$ cat config.mk
export PLATFORM = sky130hd
export DESIGN_NAME = flash_status_poller
export DESIGN_NICKNAME = d
export VERILOG_FILES = /design/src/hdl/flash_status_pkg.sv /design/src/hdl/flash_bus_cycle.sv /design/src/hdl/flash_status_poller.sv
export VERILOG_INCLUDE_DIRS = /design/src /design/src/hdl
export SDC_FILE = /design/constraint.sdc
export NUM_CORES = 1
export LEC_CHECK = 0
export ABC_AREA = 0
export ABC_CLOCK_PERIOD_IN_PS = 1800
export BUFFER_PORTS_ARGS = -buffer_cell sky130_fd_sc_hd__buf_2
export CORE_MARGIN = 8
export CORE_UTILIZATION = 48
export CTS_CLUSTER_DIAMETER = 100
export DETAILED_ROUTE_END_ITERATION = 6
export PLACE_DENSITY = 0.82
export SLEW_MARGIN = 20
export SYNTH_ARGS = -nofsm -noshare
export SYNTH_HDL_FRONTEND = slang
export SYNTH_SLANG_ARGS = --single-unit
$ cat constraint.sdc
create_clock -name clk_i -period 1.8 [get_ports clk_i]
set_clock_uncertainty 0.05 [all_clocks]
set_input_delay 0.36 -clock clk_i [delete_from_list [all_inputs] [get_ports clk_i]]
set_output_delay 0.36 -clock clk_i [all_outputs]
set_load 0.02 [all_outputs]
$ cat src/hdl/flash_status_defs.svh
`ifndef FLASH_STATUS_DEFS_SVH
`define FLASH_STATUS_DEFS_SVH

// Command register map (byte addresses of software port)
`define REG_CTRL 4'h0
`define REG_STATUS 4'h4
`define REG_ERASE_ADDR 4'h8
`define REG_CYCLES 4'hc
// Control register fields
`define CTRL_START_BIT 0
`define CTRL_CHECK_BIT 1
`define CTRL_ABORT_BIT 2
// Status register fields
`define ST_BUSY_BIT 0
`define ST_DONE_BIT 1
`define ST_FAIL_BIT 2
`define ST_WINDOW_BIT 3
`define ST_READY_BIT 4
`define ST_SECTOR_TOG_BIT 5
// Flash data bit positions of the status bits
`define FL_POLL_BIT 7
`define FL_TOGGLE_BIT 6
`define FL_TIMEOUT_BIT 5
`define FL_WINDOW_BIT 3
`define FL_SECTOR_BIT 2
// Reset command written to the flash
`define FLASH_RESET_DATA 8'hf0
`define FLASH_RESET_ADDR 20'h00000
// Bus timing on the flash side, in ns
`define READ_CYCLE_NS 55
`define OE_HOLD_NS 10
`define WRITE_PULSE_NS 35
// Cycle counts rounded up at 8 ns
`define CLK_NS 8
`define READ_CYCLES ((`READ_CYCLE_NS + `CLK_NS - 1) / `CLK_NS)
`define HOLD_CYCLES ((`OE_HOLD_NS + `CLK_NS - 1) / `CLK_NS)
`define WRITE_CYCLES ((`WRITE_PULSE_NS + `CLK_NS - 1) / `CLK_NS)
`define CNT_W 4

`endif

$ cat src/hdl/flash_status_pkg.sv
package flash_status_pkg;
    // Sequencer states of the status poller
    typedef enum logic [3:0] {
        ST_IDLE,
        ST_READ,
        ST_GAP,
        ST_EVAL,
        ST_WRITE,
        ST_WGAP
    } poll_state_t;
    // Which step of the toggle procedure a read serves
    typedef enum logic [1:0] {
        STEP_FIRST,
        STEP_SECOND,
        STEP_RECHECK
    } poll_step_t;
endpackage

$ cat src/hdl/flash_bus_cycle.sv
`timescale 1ns/10ps
`default_nettype none
`include "flash_status_defs.svh"

// One flash bus cycle: holds active_o high for a set length, then a hold gap
module flash_bus_cycle
    import flash_status_pkg::*;
#(
    parameter int ACTIVE_CYCLES = `READ_CYCLES,
    parameter int GAP_CYCLES = `HOLD_CYCLES
) (
    input wire logic clk_i, // System clock
    input wire logic sys_rst_i, // Synchronous reset
    input wire logic go_i, // Start one cycle
    output logic active_o, // Strobe phase
    output logic done_o // Pulse at end of gap
);
    initial begin
        if (ACTIVE_CYCLES < 1 || ACTIVE_CYCLES > 15 || GAP_CYCLES < 1 || GAP_CYCLES > 15) begin
            $error("flash_bus_cycle: counts out of range");
        end
    end

    typedef struct packed {
        logic active; // Strobe phase
        logic gap; // Hold phase
        logic done; // End pulse
        logic [`CNT_W-1:0] cnt; // Phase counter
    } cyc_t;

    cyc_t r;
    cyc_t next_r;

    // Phase sequencing
    always_comb begin
        next_r = r;
        next_r.done = 1'b0;
        if (r.active) begin
            if (r.cnt == `CNT_W'(ACTIVE_CYCLES - 1)) begin
                next_r.active = 1'b0;
                next_r.gap = 1'b1;
                next_r.cnt = '0;
            end else begin
                next_r.cnt = r.cnt + `CNT_W'(1);
            end
        end else if (r.gap) begin
            if (r.cnt == `CNT_W'(GAP_CYCLES - 1)) begin
                next_r.gap = 1'b0;
                next_r.done = 1'b1;
            end else begin
                next_r.cnt = r.cnt + `CNT_W'(1);
            end
        end else if (go_i) begin
            next_r.active = 1'b1;
            next_r.cnt = '0;
        end
    end

    // State register
    always_ff @(posedge clk_i) begin
        if (sys_rst_i) begin
            r <= '0;
        end else begin
            r <= next_r;
        end
    end

    assign active_o = r.active;
    assign done_o = r.done;
endmodule
`default_nettype wire

$ cat src/hdl/flash_status_poller.sv
`timescale 1ns/10ps
`default_nettype none
`include "flash_status_defs.svh"

// Function
// - Host reads twice, equal means done
// - Toggling with timeout set: recheck, reset
// - Resumed monitoring restarts full procedure
// - Host resets flash after timeout failure
// - Skip window check only under 50 us; the poller never skips it, window bit is taken on every read
// - Check window before and after extra erase
module flash_status_poller
    import flash_status_pkg::*;
#(
    parameter int ADDR_W = 20,
    parameter int DATA_W = 8
) (
    input wire logic clk_i, // System clock
    input wire logic sys_rst_i, // Synchronous reset
    input wire logic [3:0] addr_i, // Register address
    input wire logic [31:0] wdata_i, // Register write data
    input wire logic wr_i, // Write strobe
    input wire logic rd_i, // Read strobe
    output logic [31:0] rdata_o, // Read data, one cycle later
    output logic [ADDR_W-1:0] flash_addr_o, // Flash address
    input wire logic [DATA_W-1:0] flash_dq_i, // Flash data in
    output logic [DATA_W-1:0] flash_dq_o, // Flash data out
    output logic flash_dq_oe_o, // Data drive enable
    output logic flash_ce_n_o, // Chip enable
    output logic flash_oe_n_o, // Output enable
    output logic flash_we_n_o, // Write enable
    input wire logic ready_busy_n_i, // Shared busy line level
    output logic busy_o, // Poll or reset write in progress
    output logic done_o, // Operation ended well
    output logic fail_o // Operation failed
);
    initial begin
        if (ADDR_W < 20 || ADDR_W > 32 || DATA_W < 8) begin
            $error("flash_status_poller: bus width out of range");
        end
    end

    typedef struct packed {
        poll_state_t st; // Sequencer state
        poll_step_t step; // Procedure step
        logic first_tog; // Toggle value of earlier read
        logic busy; // Poll or reset write running
        logic done; // Completed
        logic fail; // Failed
        logic window; // Erase window bit seen
        logic sector_tog; // Sector toggle seen
        logic ready; // Busy line level seen
        logic [ADDR_W-1:0] addr; // Flash address
        logic [DATA_W-1:0] dq; // Flash data out
        logic dq_oe; // Data drive
        logic ce_n; // Chip enable
        logic oe_n; // Output enable
        logic we_n; // Write enable
        logic [DATA_W-1:0] last; // Last status byte
        logic [15:0] reads; // Reads performed
        logic [31:0] rdata; // Register read data
        logic go_rd; // Start read cycle
        logic go_wr; // Start write cycle
    } state_t;

    state_t r;
    state_t next_r;
    logic rd_active;
    logic rd_done;
    logic wr_active;
    logic wr_done;

    // Read cycle timer: strobe held one full access, then hold gap
    flash_bus_cycle #(
        .ACTIVE_CYCLES(`READ_CYCLES),
        .GAP_CYCLES(`HOLD_CYCLES)
    ) u_read (
        .clk_i(clk_i),
        .sys_rst_i(sys_rst_i),
        .go_i(r.go_rd),
        .active_o(rd_active),
        .done_o(rd_done)
    );

    // Write cycle timer for the reset command
    flash_bus_cycle #(
        .ACTIVE_CYCLES(`WRITE_CYCLES),
        .GAP_CYCLES(`HOLD_CYCLES)
    ) u_write (
        .clk_i(clk_i),
        .sys_rst_i(sys_rst_i),
        .go_i(r.go_wr),
        .active_o(wr_active),
        .done_o(wr_done)
    );

    // Sequencer and register port
    always_comb begin
        next_r = r;
        next_r.go_rd = 1'b0;
        next_r.go_wr = 1'b0;
        next_r.ready = ready_busy_n_i;
        // Register reads
        next_r.rdata = '0;
        if (rd_i) begin
            case (addr_i)
                `REG_STATUS: begin
                    next_r.rdata[`ST_BUSY_BIT] = r.busy;
                    next_r.rdata[`ST_DONE_BIT] = r.done;
                    next_r.rdata[`ST_FAIL_BIT] = r.fail;
                    next_r.rdata[`ST_WINDOW_BIT] = r.window;
                    next_r.rdata[`ST_READY_BIT] = r.ready;
                    next_r.rdata[`ST_SECTOR_TOG_BIT] = r.sector_tog;
                end
                `REG_ERASE_ADDR: next_r.rdata[ADDR_W-1:0] = r.addr;
                `REG_CYCLES: next_r.rdata[15:0] = r.reads;
                default: next_r.rdata = '0;
            endcase
        end
        // Register writes
        if (wr_i && addr_i == `REG_ERASE_ADDR && !r.busy) begin
            next_r.addr = wdata_i[ADDR_W-1:0];
        end
        case (r.st)
            ST_IDLE: begin
                if (wr_i && addr_i == `REG_CTRL) begin
                    if (wdata_i[`CTRL_ABORT_BIT]) begin
                        next_r.st = ST_WRITE;
                        next_r.addr = ADDR_W'(`FLASH_RESET_ADDR);
                        next_r.go_wr = 1'b1;
                        next_r.busy = 1'b1;
                    end else if (wdata_i[`CTRL_START_BIT] || wdata_i[`CTRL_CHECK_BIT]) begin
                        // Each start begins from the first read
                        next_r.step = STEP_FIRST;
                        next_r.busy = 1'b1;
                        next_r.done = 1'b0;
                        next_r.fail = 1'b0;
                        next_r.reads = '0;
                        next_r.go_rd = 1'b1;
                        next_r.st = ST_READ;
                    end
                end
            end
            ST_READ: begin
                // Sample while strobes stay low, before release
                if (rd_active) begin
                    next_r.last = flash_dq_i;
                end else if (rd_done) begin
                    next_r.st = ST_EVAL;
                    next_r.reads = r.reads + 16'h0001;
                end
            end
            ST_EVAL: begin
                // Window bit taken on every read, never skipped
                next_r.window = r.last[`FL_WINDOW_BIT];
                next_r.sector_tog = r.last[`FL_SECTOR_BIT];
                case (r.step)
                    STEP_FIRST: begin
                        next_r.first_tog = r.last[`FL_TOGGLE_BIT];
                        next_r.step = STEP_SECOND;
                        next_r.go_rd = 1'b1;
                        next_r.st = ST_READ;
                    end
                    default: begin
                        if (r.last[`FL_TOGGLE_BIT] == r.first_tog) begin
                            // Stable toggle bit: finished
                            next_r.done = 1'b1;
                            next_r.busy = 1'b0;
                            next_r.st = ST_IDLE;
                        end else if (r.step == STEP_RECHECK) begin
                            // Still toggling after timeout: reset flash
                            next_r.fail = 1'b1;
                            next_r.addr = ADDR_W'(`FLASH_RESET_ADDR);
                            next_r.go_wr = 1'b1;
                            next_r.st = ST_WRITE;
                        end else begin
                            if (r.last[`FL_TIMEOUT_BIT]) begin
                                next_r.step = STEP_RECHECK;
                            end
                            // Keep polling; covers 2 us and 100 us cases
                            next_r.first_tog = r.last[`FL_TOGGLE_BIT];
                            next_r.go_rd = 1'b1;
                            next_r.st = ST_READ;
                        end
                    end
                endcase
            end
            ST_WRITE: begin
                next_r.dq = DATA_W'(`FLASH_RESET_DATA);
                next_r.dq_oe = 1'b1;
                if (wr_done) begin
                    next_r.dq_oe = 1'b0;
                    next_r.busy = 1'b0;
                    next_r.st = ST_IDLE;
                end
            end
            default: next_r.st = ST_IDLE;
        endcase
        // Pin strobes follow the timer phase only, one cycle behind it,
        // so the start cycle never leaves a stray one-cycle strobe pulse
        next_r.ce_n = !(rd_active || wr_active);
        next_r.oe_n = !rd_active;
        next_r.we_n = !wr_active;
    end

    // State register
    always_ff @(posedge clk_i) begin
        if (sys_rst_i) begin
            r <= '0;
            r.st <= ST_IDLE;
            r.step <= STEP_FIRST;
            r.ce_n <= 1'b1;
            r.oe_n <= 1'b1;
            r.we_n <= 1'b1;
        end else begin
            r <= next_r;
        end
    end

    assign rdata_o = r.rdata;
    assign flash_addr_o = r.addr;
    assign flash_dq_o = r.dq;
    assign flash_dq_oe_o = r.dq_oe;
    assign flash_ce_n_o = r.ce_n;
    assign flash_oe_n_o = r.oe_n;
    assign flash_we_n_o = r.we_n;
    assign busy_o = r.busy;
    assign done_o = r.done;
    assign fail_o = r.fail;
endmodule
`default_nettype wire

==> impl_results.md, run 1 <==
* Min-delay worst type: input port to flip-flop
* CP cell instances: buf_2 > or3b_4 > or4b_1 > buf_12 > mux2i_1 > nor2_1
* Slew headroom at 0.4381
* # IOs at 116
* Yosys warns at 0
* DRT antenna net count at 0
* Gpl congestion at 0.8640
* Num CTS Buffers at 9
* Avg Vias per Cell at 5.344
* R2R Setup Slk at 0.14 ns
* Crit-path leading delay family: simple AND/OR/NAND/NOR gates
* Initial Utilization at 0.4882
* Site row count at 35
* CTS root buf: clkbuf_8
* DP HPWL at 7417 um
* Register area share after synthesis at 0.4167
* Worst Path Arrival at 1.88 ns
* Status: completed
* Routed vias at 3570
* VDD IR max at 0.0003629 V
* Leakage at 2.253 nW
* End-of-flow core utilization at 0.5464
* Clk sink count at 93
* Hold wc startpoint: ready_busy_n_i
* Seq cells post-synth at 93
* Syn Area/Cell at 9.045 um^2
* Worst slew pin tran at 0.8397 ns
* First-pass GRT wire length at 16140 um
* CP bufs+invs at 2
* Die X at 112.5 um
* Max Freq at 595.8 MHz
* Sw frac at 0.2558
* Slowest cell delay on critical path at 0.53 ns
* Instance area at placement at 4803 um^2
* Share of cells above drive strength 1 at 0.2675
* Design Area, Final at 5001 um^2
* Vias in the first global route at 3471
* Core area at 9153 um^2
* Reg2reg start: r[99]$_SDFFE_PP0P_
* Synthesized netlist cell count at 494
* Final setup viols at 0
* CTS tree: built
* EDFF count, synth at 0
* Main synth FF type: dfxtp_1
* Clock tree buffer depth at 2
* FF-to-FF path depth at 5
* Part of the cycle the worst path needs at 0.9324
* Post-route DRC at 0
* Logic gate share of total power at 0.076
* GRT Total Usage at 0.1552
* 1st-pass router iterations at 4
* Largest net degree at the start of global routing at 24
* Tmin final at 1.678 ns
* Clock latency at the later pin of the worst-skew pair at 0.37 ns
* Remaining Overflow, GRT at 0
* Critical path fanouts, max at 20
* Area grow syn2layout at 11.93%
* RSZ-0062 raised after global routing: no
* Slew Limit Fails at 0
* P_int at 2.687 mW
* H-tree levels at 3
* Final hold vios at 0
* Die Y at 112.5 um
* Total Wirelength at 9845 um
* Nets at 608
* Initial DRC count at 141
* Max Cap Viol at 0
* Reg power frac at 0.575
* Die area at 12650 um^2
* Pwr Density at 722.1 nW/um^2
* Hold EP: r[90]$_SDFF_PP0_
* Clock group share of total power at 0.349
* CP Capture Type: flip-flop
* DR WL/cell at 14.74 um
* NetSw at 0.9239 mW
* Worst r2r dst: r[38]$_SDFFE_PP0P_
* WP data required at 2.00 ns
* # diodes at 0
* Netlist Area Pre-Place at 4468 um^2
* Reg clk slew, reported paths at 0.09 ns
* Startpoint types: input port
* Hold Path Stages at 2
* Crit path kind: input port to flip-flop
* I/O Buffers at 83
* Hold_buf cts at 0
* Ys async rst share at 0
* Crit-path slowest cell: or4b_1
* Initial antenna violation count at 0
* Distinct cells, synth at 52
-- cells in the final DEF (no fill, tap or decap), drive strengths merged, types with 7 or more instances in the layout --
cell type and count:
buf 115, dfxtp 93, nor2 59, mux2i 39, nand2 32, a21oi 18, conb 16, nor4 15
inv 15, nand2b 11, a22o 10, clkbuf 10, o21ai 9, nand3 8, ha 7
-- worst max-delay path by stage --
stage	cells past startpoint	from	end	slack (ns)
6_report	6	addr_i[1]	flash_addr_o[15]$_SDFF_PP0_	0.12
5_1_grt	4	r[99]$_SDFFE_PP0P_	r[1]$_SDFF_PP0_	0.01
4_1_cts	7	u_read.r[1]$_SDFFE_PP0P_	u_read.r[1]$_SDFFE_PP0P_	0.01
3_5_place_dp	6	addr_i[1]	flash_addr_o[15]$_SDFF_PP0_	-0.25
3_3_place_gp	6	addr_i[1]	flash_addr_o[3]$_SDFF_PP0_	-0.18
2_1_floorplan	6	addr_i[1]	flash_addr_o[0]$_SDFF_PP0_	-0.02
-- area by class of cell --
| type | count | area (um^2) |
|---|---|---|
| Tap cell | 111 | 138.9 |
| Sequential cell | 93 | 1863 |
| Inverter | 13 | 48.80 |
| Fill cell | 821 | 4151 |
| Timing Repair Buffer | 115 | 705.7 |
| Multi-Input combinational cell | 320 | 2071 |
| Clock inverter | 6 | 46.29 |
| Clock buffer | 10 | 127.6 |
-- cells in the mapped netlist (3+ instances only) --
cell      instances  area, um^2
ha_1              7       87.58
buf_2             4       20.02
nor2b_1           6       37.54
a22oi_1           6       45.04
a31oi_1           3       18.77
nand4_1           5       31.28
nand2b_1         11       68.82
inv_1            13       48.80
nor4_1           15       93.84
mux2_2            6       67.56
mux2i_1          39       390.4
a221oi_1          3       26.28
nor3_1            5       25.02
nand3_1           8       40.04
nor3b_1           3       22.52
nand2_1          32       120.1
a22o_1           10       87.58
buf_4            63       473.0
and4_1            6       52.55
and3_1            5       31.28
clkbuf_1         13       48.80
o21ai_0           8       40.04
dfxtp_1          93        1862
xnor2_1           4       35.03
nor2_1           59       221.5
and2_1            5       31.28
a21oi_1          18       90.09
or3_1             4       25.02
or2b_1            4       30.03
or2_2             4       25.02
-- per-layer routing --
metal | vias up | track usage | part of all wire
li1 | 1759 | - | -
met1 | 1679 | 0.1694 | 0.41
met2 | 113 | 0.2730 | 0.50
met3 | 19 | 0.05046 | 0.067
met4 | 0 | 0.06115 | 0.018
met5 | - | 0 | 0
-- flip-flops by register name, indices dropped and copies added (netlist names), 5 cells and up --
signal        count
flash_addr_o     20
r                31
rdata_o          20
u_read.r          5
u_write.r         5
-- power groups by stage --
stage | combinational [mW] | clock (mW) | sequential [mW]
after floorplan | 0.193 | 0 | 2.12
after global placement | 0.262 | 0 | 2.13
after detailed placement | 0.270 | 0 | 2.13
after CTS | 0.271 | 1.30 | 2.08
after global routing | 0.300 | 1.38 | 2.08
final | 0.274 | 1.26 | 2.08
-- stage by stage --
stage	setup WS, ns	power [mW]	hold slack (ns)	instances	setup TNS, ns
2_1_floorplan	-0.02451	2.316	0.3812	509	-0.4901
3_3_place_gp	-0.1828	2.388	0.3993	651	-4.757
3_5_place_dp	-0.2533	2.396	0.3979	651	-5.955
4_1_cts	0.01000	3.646	0.1379	667	0
5_1_grt	0.01089	3.762	0.1698	668	0
6_report	0.1216	3.611	0.1531	668	0
-- cell families after synthesis --
family                   Yosys count  share of synthesized area
buffers and inverters             96                     0.1381
other                              1                  0.0008393
multiplexers                      45                     0.1025
AO/OA/AOI/OAI                     62                    0.09577
XOR/XNOR                           5                   0.009801
flip-flops                        93                     0.4167
adder cells (fa/ha/maj)            7                    0.01960
AND/OR/NAND/NOR                  185                     0.2167
-- timing repair --
| action | 4_1_cts | 5_1_grt |
|---|---|---|
| setup buffers | 0 | 1 |
| endpoints found under the setup margin | 1 | 4 |
| resized for setup | 0 | 5 |
| pin swaps | 1 | 2 |
No activity file was read; power rests on OpenSTA's default activity.
==> run 2: changes to the inputs <==
BUFFER_PORTS_ARGS = -buffer_cell sky130_fd_sc_hd__buf_4   (was -buffer_cell sky130_fd_sc_hd__buf_2)
PLACE_DENSITY = 0.86   (was 0.82)
==> run 2 against run 1 <==
Non-clock buffer count fell by 3. Sequential share of layout area fell by 1.7 points. Routed wire length is 6.9% higher. Total power rose by 8.9%. Cell area rose by 4.8%. Die area did not move. Sequential power is essentially flat. Critical endpoint is now u_read.r[2]$_SDFFE_PP0P_. First-iteration DRC count grew 52%. Critical path depth up 1. Hold slack gained 0.019 ns. Largest cell class unchanged. Via count is 1.3% higher.
==> impl_results.md, run 2 (synthesized netlist as in run 1, its figures left out) <==
* Avg Vias per Cell at 5.449 (+2.0%)
* Crit path kind: flip-flop to flip-flop
* Initial DRC count at 215 (+52%)
* Tmin final at 1.763 ns (+0.08424 ns)
* Site row count at 35 (unchanged)
* Die X at 112.5 um (unchanged)
* Instance area at placement at 4984 um^2 (+3.8%)
* Critical path fanouts, max at 4 (-80%)
* Biggest register: r
* WP data required at 2.04 ns (+0.04 ns)
* VDD IR max at 0.0004337 V (+20%)
* Reg2reg start: u_read.r[1]$_SDFFE_PP0P_
* Remaining Overflow, GRT at 0 (unchanged)
* Crit-path slowest cell: or3b_4
* # diodes at 0 (unchanged)
* Hold_buf cts at 0 (unchanged)
* Max reg flops at 31 (unchanged)
* Hold wc startpoint: wdata_i[15]
* Gr busiest metal: met2
* First-pass GRT wire length at 17250 um (+6.9%)
* # IOs at 116 (unchanged)
* Clock latency at the later pin of the worst-skew pair at 0.36 ns (about the same)
* Initial Utilization at 0.4882 (unchanged)
* Sw frac at 0.2413 (-0.01452)
* Slew headroom at 0.3887 (-0.04940)
* Share of cells above drive strength 1 at 0.2712 (+0.003743)
* Gpl congestion at 0.8681 (+0.47%)
* Die Y at 112.5 um (unchanged)
* Clock tree buffer depth at 2 (unchanged)
* Nets at 605 (-0.49%)
* H-tree levels at 3 (unchanged)
* Worst Path Arrival at 2.01 ns (+0.13 ns)
* Total Wirelength at 10530 um (+6.9%)
* DRT antenna net count at 0 (unchanged)
* Final hold vios at 0 (unchanged)
* Reg power frac at 0.528 (-0.047)
* Final setup viols at 0 (unchanged)
* Fin cells at 664 (-0.60%)
* CP Capture Type: flip-flop
* Hold Path Stages at 3 (+1)
* CP bufs+invs at 2 (unchanged)
* Hold WS at 0.1717 ns (+0.01867 ns)
* CTS root buf: clkbuf_8
* Max Cap Viol at 0 (unchanged)
* DP HPWL at 7606 um (+2.5%)
* Post-route DRC at 0 (unchanged)
* Design Area, Final at 5239 um^2 (+4.8%)
* Pwr Density at 750.9 nW/um^2 (+4.0%)
* Max Freq at 567.3 MHz (-4.8%)
* NetSw at 0.9492 mW (+2.7%)
* Area grow syn2layout at 17.25%
* Routed vias at 3618 (+1.3%)
* Tot Pwr at 3.934 mW (+8.9%)
* Worst slew pin tran at 0.9135 ns (+0.07383 ns)
* Dpl cells at 649 (-0.31%)
* Part of the cycle the worst path needs at 0.9793 (+0.04680)
* Slowest cell delay on critical path at 0.40 ns (-0.13 ns)
* Clk sink count at 93 (unchanged)
* Met3 usage at 0.04831 (-0.002147)
* DR WL/cell at 15.85 um (+7.6%)
* Leakage at 2.292 nW (+1.7%)
* Worst r2r dst: u_read.r[2]$_SDFFE_PP0P_
* Num CTS Buffers at 9 (unchanged)
* I/O Buffers at 83 (unchanged)
* Startpoint types: flip-flop
* R2R Setup Slk at 0.04 ns (-0.10 ns)
* Largest net degree at the start of global routing at 29 (+21%)
* 1st-pass router iterations at 5 (+1)
* Slew Limit Fails at 0 (unchanged)
* Initial antenna violation count at 0 (unchanged)
* Most frequent cells in the layout: 109 x buf_4, 92 x dfxtp_1, 59 x nor2_1
* CP cell instances: inv_2 > ha_2 > or3b_4 > a211oi_4 > buf_4 > o21ai_0 > a21oi_1
* Vias in the first global route at 3669 (+5.7%)
* Reg clk slew, reported paths at 0.10 ns (about the same)
* Logic gate share of total power at 0.074 (-0.002)
* RSZ-0062 raised after global routing: yes
* GRT Total Usage at 0.1637 (+0.008474)
* CTS tree: built
* Commonest non-fill, non-tap cell in the layout: buf_4
* Post-CTS setup buffer count at 0 (unchanged)
* Min-delay worst type: input port to flip-flop
* Layout fillers at 785 (-4.4%)
* GR Util met2 at 0.2943 (+0.02128)
* Clock group share of total power at 0.397 (+0.048)
* Core area at 9153 um^2 (unchanged)
* Hold EP: flash_addr_o[15]$_SDFF_PP0_
* P_int at 2.985 mW (+11%)
* Met1 Use GR at 0.1790 (+0.009547)
* FF-to-FF path depth at 7 (+2)
* Crit-path leading delay family: compound AO/OA/AOI/OAI gates
* Die area at 12650 um^2 (unchanged)
* Status: completed
==> run 2: cell count changes in the layout (fill, tap and decap cells not counted), sizes merged <==
cell | before | now
buf | 115 | 112
bufinv | 0 | 2
clkbuf | 10 | 9
clkinv | 2 | 1
clkinvlp | 2 | 1
==> run 2: area by class of cell <==
cell class	instances	area (um^2)	share of cell area
Multi-Input combinational cell	320	2090	0.3989
Sequential cell	93	1863	0.3556
Timing Repair Buffer	112	878.3	0.1677
Tap cell	111	138.9	0.02651
Clock buffer	9	123.9	0.02364
Clock inverter	6	96.34	0.01839
Inverter	13	48.80	0.009315
==> run 2: stage by stage <==
stage | utilization | setup slack (ns) | TNS [ns]
global route | 0.5724 | -0.01079 | -0.02642
floorplan | - | -0.02451 | -0.4901
CTS | 0.5688 | 0.04579 | 0
detailed placement | 0.5445 | -0.2470 | -4.258
finish | 0.5724 | 0.03735 | 0
global placement | 0.5445 | -0.1748 | -3.465
==> run 2: how the worst max path moves through the flow <==
stage | startpoint | cells after the start | to | slack (ns)
2_1_floorplan | addr_i[1] | 6 | flash_addr_o[0]$_SDFF_PP0_ | -0.02
3_3_place_gp | addr_i[1] | 6 | flash_addr_o[16]$_SDFF_PP0_ | -0.17
3_5_place_dp | addr_i[1] | 6 | flash_addr_o[14]$_SDFF_PP0_ | -0.25
4_1_cts | r[37]$_SDFFE_PP0P_ | 4 | r[44]$_SDFFE_PP0P_ | 0.05
5_1_grt | u_read.r[1]$_SDFFE_PP0P_ | 7 | u_read.r[2]$_SDFFE_PP0P_ | -0.01
6_report | u_read.r[1]$_SDFFE_PP0P_ | 7 | u_read.r[2]$_SDFFE_PP0P_ | 0.04
==> run 2: power groups by stage <==
stage	clock, mW	sequential [mW]	combinational [mW]
after floorplan	0	2.12	0.193
after global placement	0	2.13	0.275
after detailed placement	0	2.13	0.283
after CTS	1.60	2.08	0.286
after global routing	1.68	2.08	0.315
final	1.56	2.08	0.292
==> run 2: timing repair <==
item	4_1_cts	5_1_grt
pin swaps	1	2
endpoints found under the setup margin	3	8
gates resized for setup	1	9
==> run 2: tightest hold or removal path: cells and delay by family <==
kind                   cells  cell delay [ns]
buffers and inverters      1             0.08
AND/OR/NAND/NOR            1             0.07
multiplexers               1             0.05
==> run 2: routing by layer <==
layer | up-vias | wire length [um] | share of wire
met3 | 19 | 677 | 0.064
met4 | 0 | 186 | 0.018
met2 | 132 | 5346 | 0.51
met5 | - | 0 | 0
li1 | 1745 | - | -
met1 | 1722 | 4316 | 0.41
==> run 3: changes to the inputs <==
ABC_AREA = 1   (was 0)
==> run 3 against run 2 <==
Cell area decreased by 0.98%. Die area increased by 1.6%. Sequential power about the same. Fmax increased by 11%. Critical path depth unchanged. Count of clock-buffer cells in the layout increased by 1. Global-route usage about the same. Synthesized area increased by 1.8%. Cell count increased by 24%. Critical path type unchanged.
==> impl_results.md, run 3 <==
* CP Capture Type: flip-flop
* Part of the cycle the worst path needs at 0.8854 (-0.09386)
* 1st-pass router iterations at 5 (unchanged)
* Distinct cells, synth at 35 (-33%)
* Remaining Overflow, GRT at 0 (unchanged)
* DRT antenna net count at 0 (unchanged)
* Num CTS Buffers at 9 (unchanged)
* Multi-input gate area at 1911 um^2 (-8.6%)
* GRT Total Usage at 0.1639 (+0.0001771)
* EDFF count, synth at 0 (unchanged)
* Tmin final at 1.594 ns (-0.1690 ns)
* Register area share after synthesis at 0.4091 (-0.007562)
* Post-CTS setup buffer count at 0 (unchanged)
* CP cell instances: nand3_2 > inv_2 > nand2_1 > o22ai_2 > inv_2 > nand2_4 > nor2_1
* Clk sink count at 93 (unchanged)
* Largest net degree at the start of global routing at 37 (+28%)
* Most frequent cells after synthesis: 136 x nand2_1, 100 x nor2_1, 93 x dfxtp_1
* Initial Utilization at 0.4925 (+0.004310)
* Initial antenna violation count at 0 (unchanged)
* Hold Path Stages at 3 (unchanged)
* Startpoint types: flip-flop
* Leakage at 2.358 nW (+2.9%)
* H-tree levels at 3 (unchanged)
* I/O Buffers at 83 (unchanged)
* Post-place setup slack at 0.08299 ns (+0.3300 ns)
* Reg clk slew, reported paths at 0.09 ns (about the same)
* Status: completed
* Ys async rst share at 0 (unchanged)
* Die area at 12850 um^2 (+1.6%)
* Synthesized netlist cell count at 642 (+30%)
* Worst slew pin tran at 0.5394 ns (-0.3741 ns)
* Slowest cell delay on critical path at 0.44 ns (+0.04 ns)
* Seq cells post-synth at 93 (unchanged)
* Slew Limit Fails at 0 (unchanged)
* Area grow syn2layout at 14.00%
* VDD IR max at 0.0003258 V (-25%)
* First-pass GRT wire length at 17380 um (+0.76%)
* Most frequent cells in the layout: 136 x nand2_1, 100 x nor2_1, 97 x buf_4
* DP HPWL at 8081 um (+6.3%)
* Biggest register: r
* Crit path kind: flip-flop to flip-flop
* Synth top area cells: dfxtp_1 41%, nand2_1 11%, buf_4 10%
* Total Wirelength at 10320 um (-1.9%)
* CTS root buf: clkbuf_8
* Final setup viols at 0 (unchanged)
* RSZ-0062 raised after global routing: no
* Logic gate share of total power at 0.091 (+0.017)
* Avg Vias per Cell at 4.807 (-12%)
* Max reg flops at 31 (unchanged)
* Clock group share of total power at 0.368 (-0.029)
* Sw frac at 0.2524 (+0.01113)
* Crit path top cell by count: inv_2
* WP data required at 2.01 ns (-0.03 ns)
* # diodes at 0 (unchanged)
* CTS tree: built
* # IOs at 116 (unchanged)
* FF-to-FF path depth at 7 (unchanged)
* Worst r2r dst: flash_addr_o[17]$_SDFF_PP0_
* Crit-path slowest cell: dfxtp_1
* Clock latency at the later pin of the worst-skew pair at 0.37 ns (about the same)
* FF/Latch Area at 1862 um^2 (about the same)
* NetSw at 0.9801 mW (+3.2%)
* Setup_tns at 0 ns (unchanged)
* Post-route DRC at 0 (unchanged)
* Worst Path Arrival at 1.80 ns (-0.21 ns)
* Site row count at 35 (unchanged)
* Die X at 113.4 um (+0.79%)
* Syn Area/Cell at 7.088 um^2 (-22%)
* P_int at 2.902 mW (-2.8%)
* Initial DRC count at 252 (+17%)
* Critical path fanouts, max at 19 (+15)
* Reg power frac at 0.541 (+0.013)
* Layout fillers at 853 (+8.7%)
* Area leader, netlist: dfxtp_1
* Min-delay worst type: input port to flip-flop
* Synth top area share at 0.4091 (-0.007562)
* Max Freq at 627.5 MHz (+11%)
* Max Cap Viol at 0 (unchanged)
* DR WL/cell at 12.51 um (-21%)
* Setup ws final at 0.2063 ns (+0.1690 ns)
* Netlist Area Pre-Place at 4551 um^2 (+1.8%)
* Reg2reg start: r[99]$_SDFFE_PP0P_
* Hold wc startpoint: ready_busy_n_i
* Share of cells above drive strength 1 at 0.1925 (-0.07872)
* Slew headroom at 0.6395 (+0.2508)
* Nets at 747 (+23%)
* Most common cell in the netlist: nand2_1
* Final hold vios at 0 (unchanged)
* Pwr Density at 748.4 nW/um^2 (-0.33%)
* Vias in the first global route at 3914 (+6.7%)
* Commonest non-fill, non-tap cell in the layout: nand2_1
* Main synth FF type: dfxtp_1
* R2R Setup Slk at 0.21 ns (+0.17 ns)
* Hold EP: r[90]$_SDFF_PP0_
* Die Y at 113.4 um (+0.79%)
* Yosys warns at 0 (unchanged)
* Clock tree buffer depth at 2 (unchanged)
* Gpl congestion at 0.9016 (+3.9%)
* Routed vias at 3966 (+9.6%)
* Core area at 9240 um^2 (+0.96%)
-- run 3: cell count changes after synthesis, moves of 8 or more --
cell / delta
o32ai_1: +10
nand2b_1: -11
nand2_1: +104
a22o_1: -10
nand3_1: +24
nor2_1: +41
nor4_1: -14
inv_2: +8
inv_1: +64
mux2i_1: -39
o21ai_0: +24
-- run 3: what timing repair did --
| item | CTS | global route |
|---|---|---|
| resized for setup | 0 | 1 |
| hold buffers | 0 | 0 |
| setup endpoints to repair | 0 | 4 |
-- run 3: worst max-delay path by stage --
stage,end,from,slack (ns)
floorplan,u_write.r[1]$_SDFFE_PP0P_,u_write.r[1]$_SDFFE_PP0P_,0.34
global placement,r[49]$_SDFFE_PP0P_,addr_i[1],0.13
detailed placement,r[49]$_SDFFE_PP0P_,addr_i[1],0.08
CTS,u_write.r[1]$_SDFFE_PP0P_,u_write.r[1]$_SDFFE_PP0P_,0.09
global route,r[46]$_SDFFE_PP0P_,r[34]$_SDFFE_PP0P_,0.02
finish,flash_addr_o[17]$_SDFF_PP0_,r[99]$_SDFFE_PP0P_,0.21
-- run 3: critical path, delay by kind of cell, from the launching register on --
family / cells / cell delay (ns)
AO/OA/AOI/OAI: 1 / 0.17
AND/OR/NAND/NOR: 4 / 0.59
buffers and inverters: 2 / 0.24
flip-flops: 1 / 0.44
-- run 3: metal layers --
layer | share of wire | track usage | vias up
li1 | - | - | 2042
met1 | 0.41 | 0.1725 | 1830
met2 | 0.52 | 0.2996 | 82
met3 | 0.057 | 0.04846 | 12
met4 | 0.015 | 0.06394 | 0
met5 | 0 | 0 | -
-- run 3: per-stage QoR --
stage               hold WS, ns  cells  instance area (um^2)    util  power, mW
finish                   0.1607    825                  5187  0.5614      3.882
global route             0.1534    825                  5187  0.5614      4.069
CTS                      0.1515    825                  5187  0.5614      3.915
detailed placement       0.3945    809                  4981  0.5391      2.499
global placement         0.3882    809                  4981  0.5391      2.488
floorplan                0.3508    657                  4607       -      2.400
-- run 3: layout make-up --
type | count | share of cell area
repair buffers | 97 | 0.1404
clock buffers | 10 | 0.02653
inverters | 85 | 0.06151
flip-flops and latches | 93 | 0.3589
clock inverters | 6 | 0.01327
multi-input cells | 405 | 0.3683
well taps | 129 | 0.03111
-- run 3: kinds of logic after synthesis --
logic type | share of synthesized area
buffers and inverters | 0.1834
flip-flops | 0.4091
AND/OR/NAND/NOR | 0.2697
XOR/XNOR | 0.01155
adder cells (fa/ha/maj) | 0.01925
other | 0.0008241
AO/OA/AOI/OAI | 0.1061
-- run 3: power by group through the flow --
stage	Clock [mW]	Sequential, mW	Combinational [mW]
finish	1.43	2.10	0.352
global route	1.57	2.11	0.391
CTS	1.46	2.10	0.352
detailed placement	0	2.15	0.350
global placement	0	2.15	0.341
floorplan	0	2.15	0.251
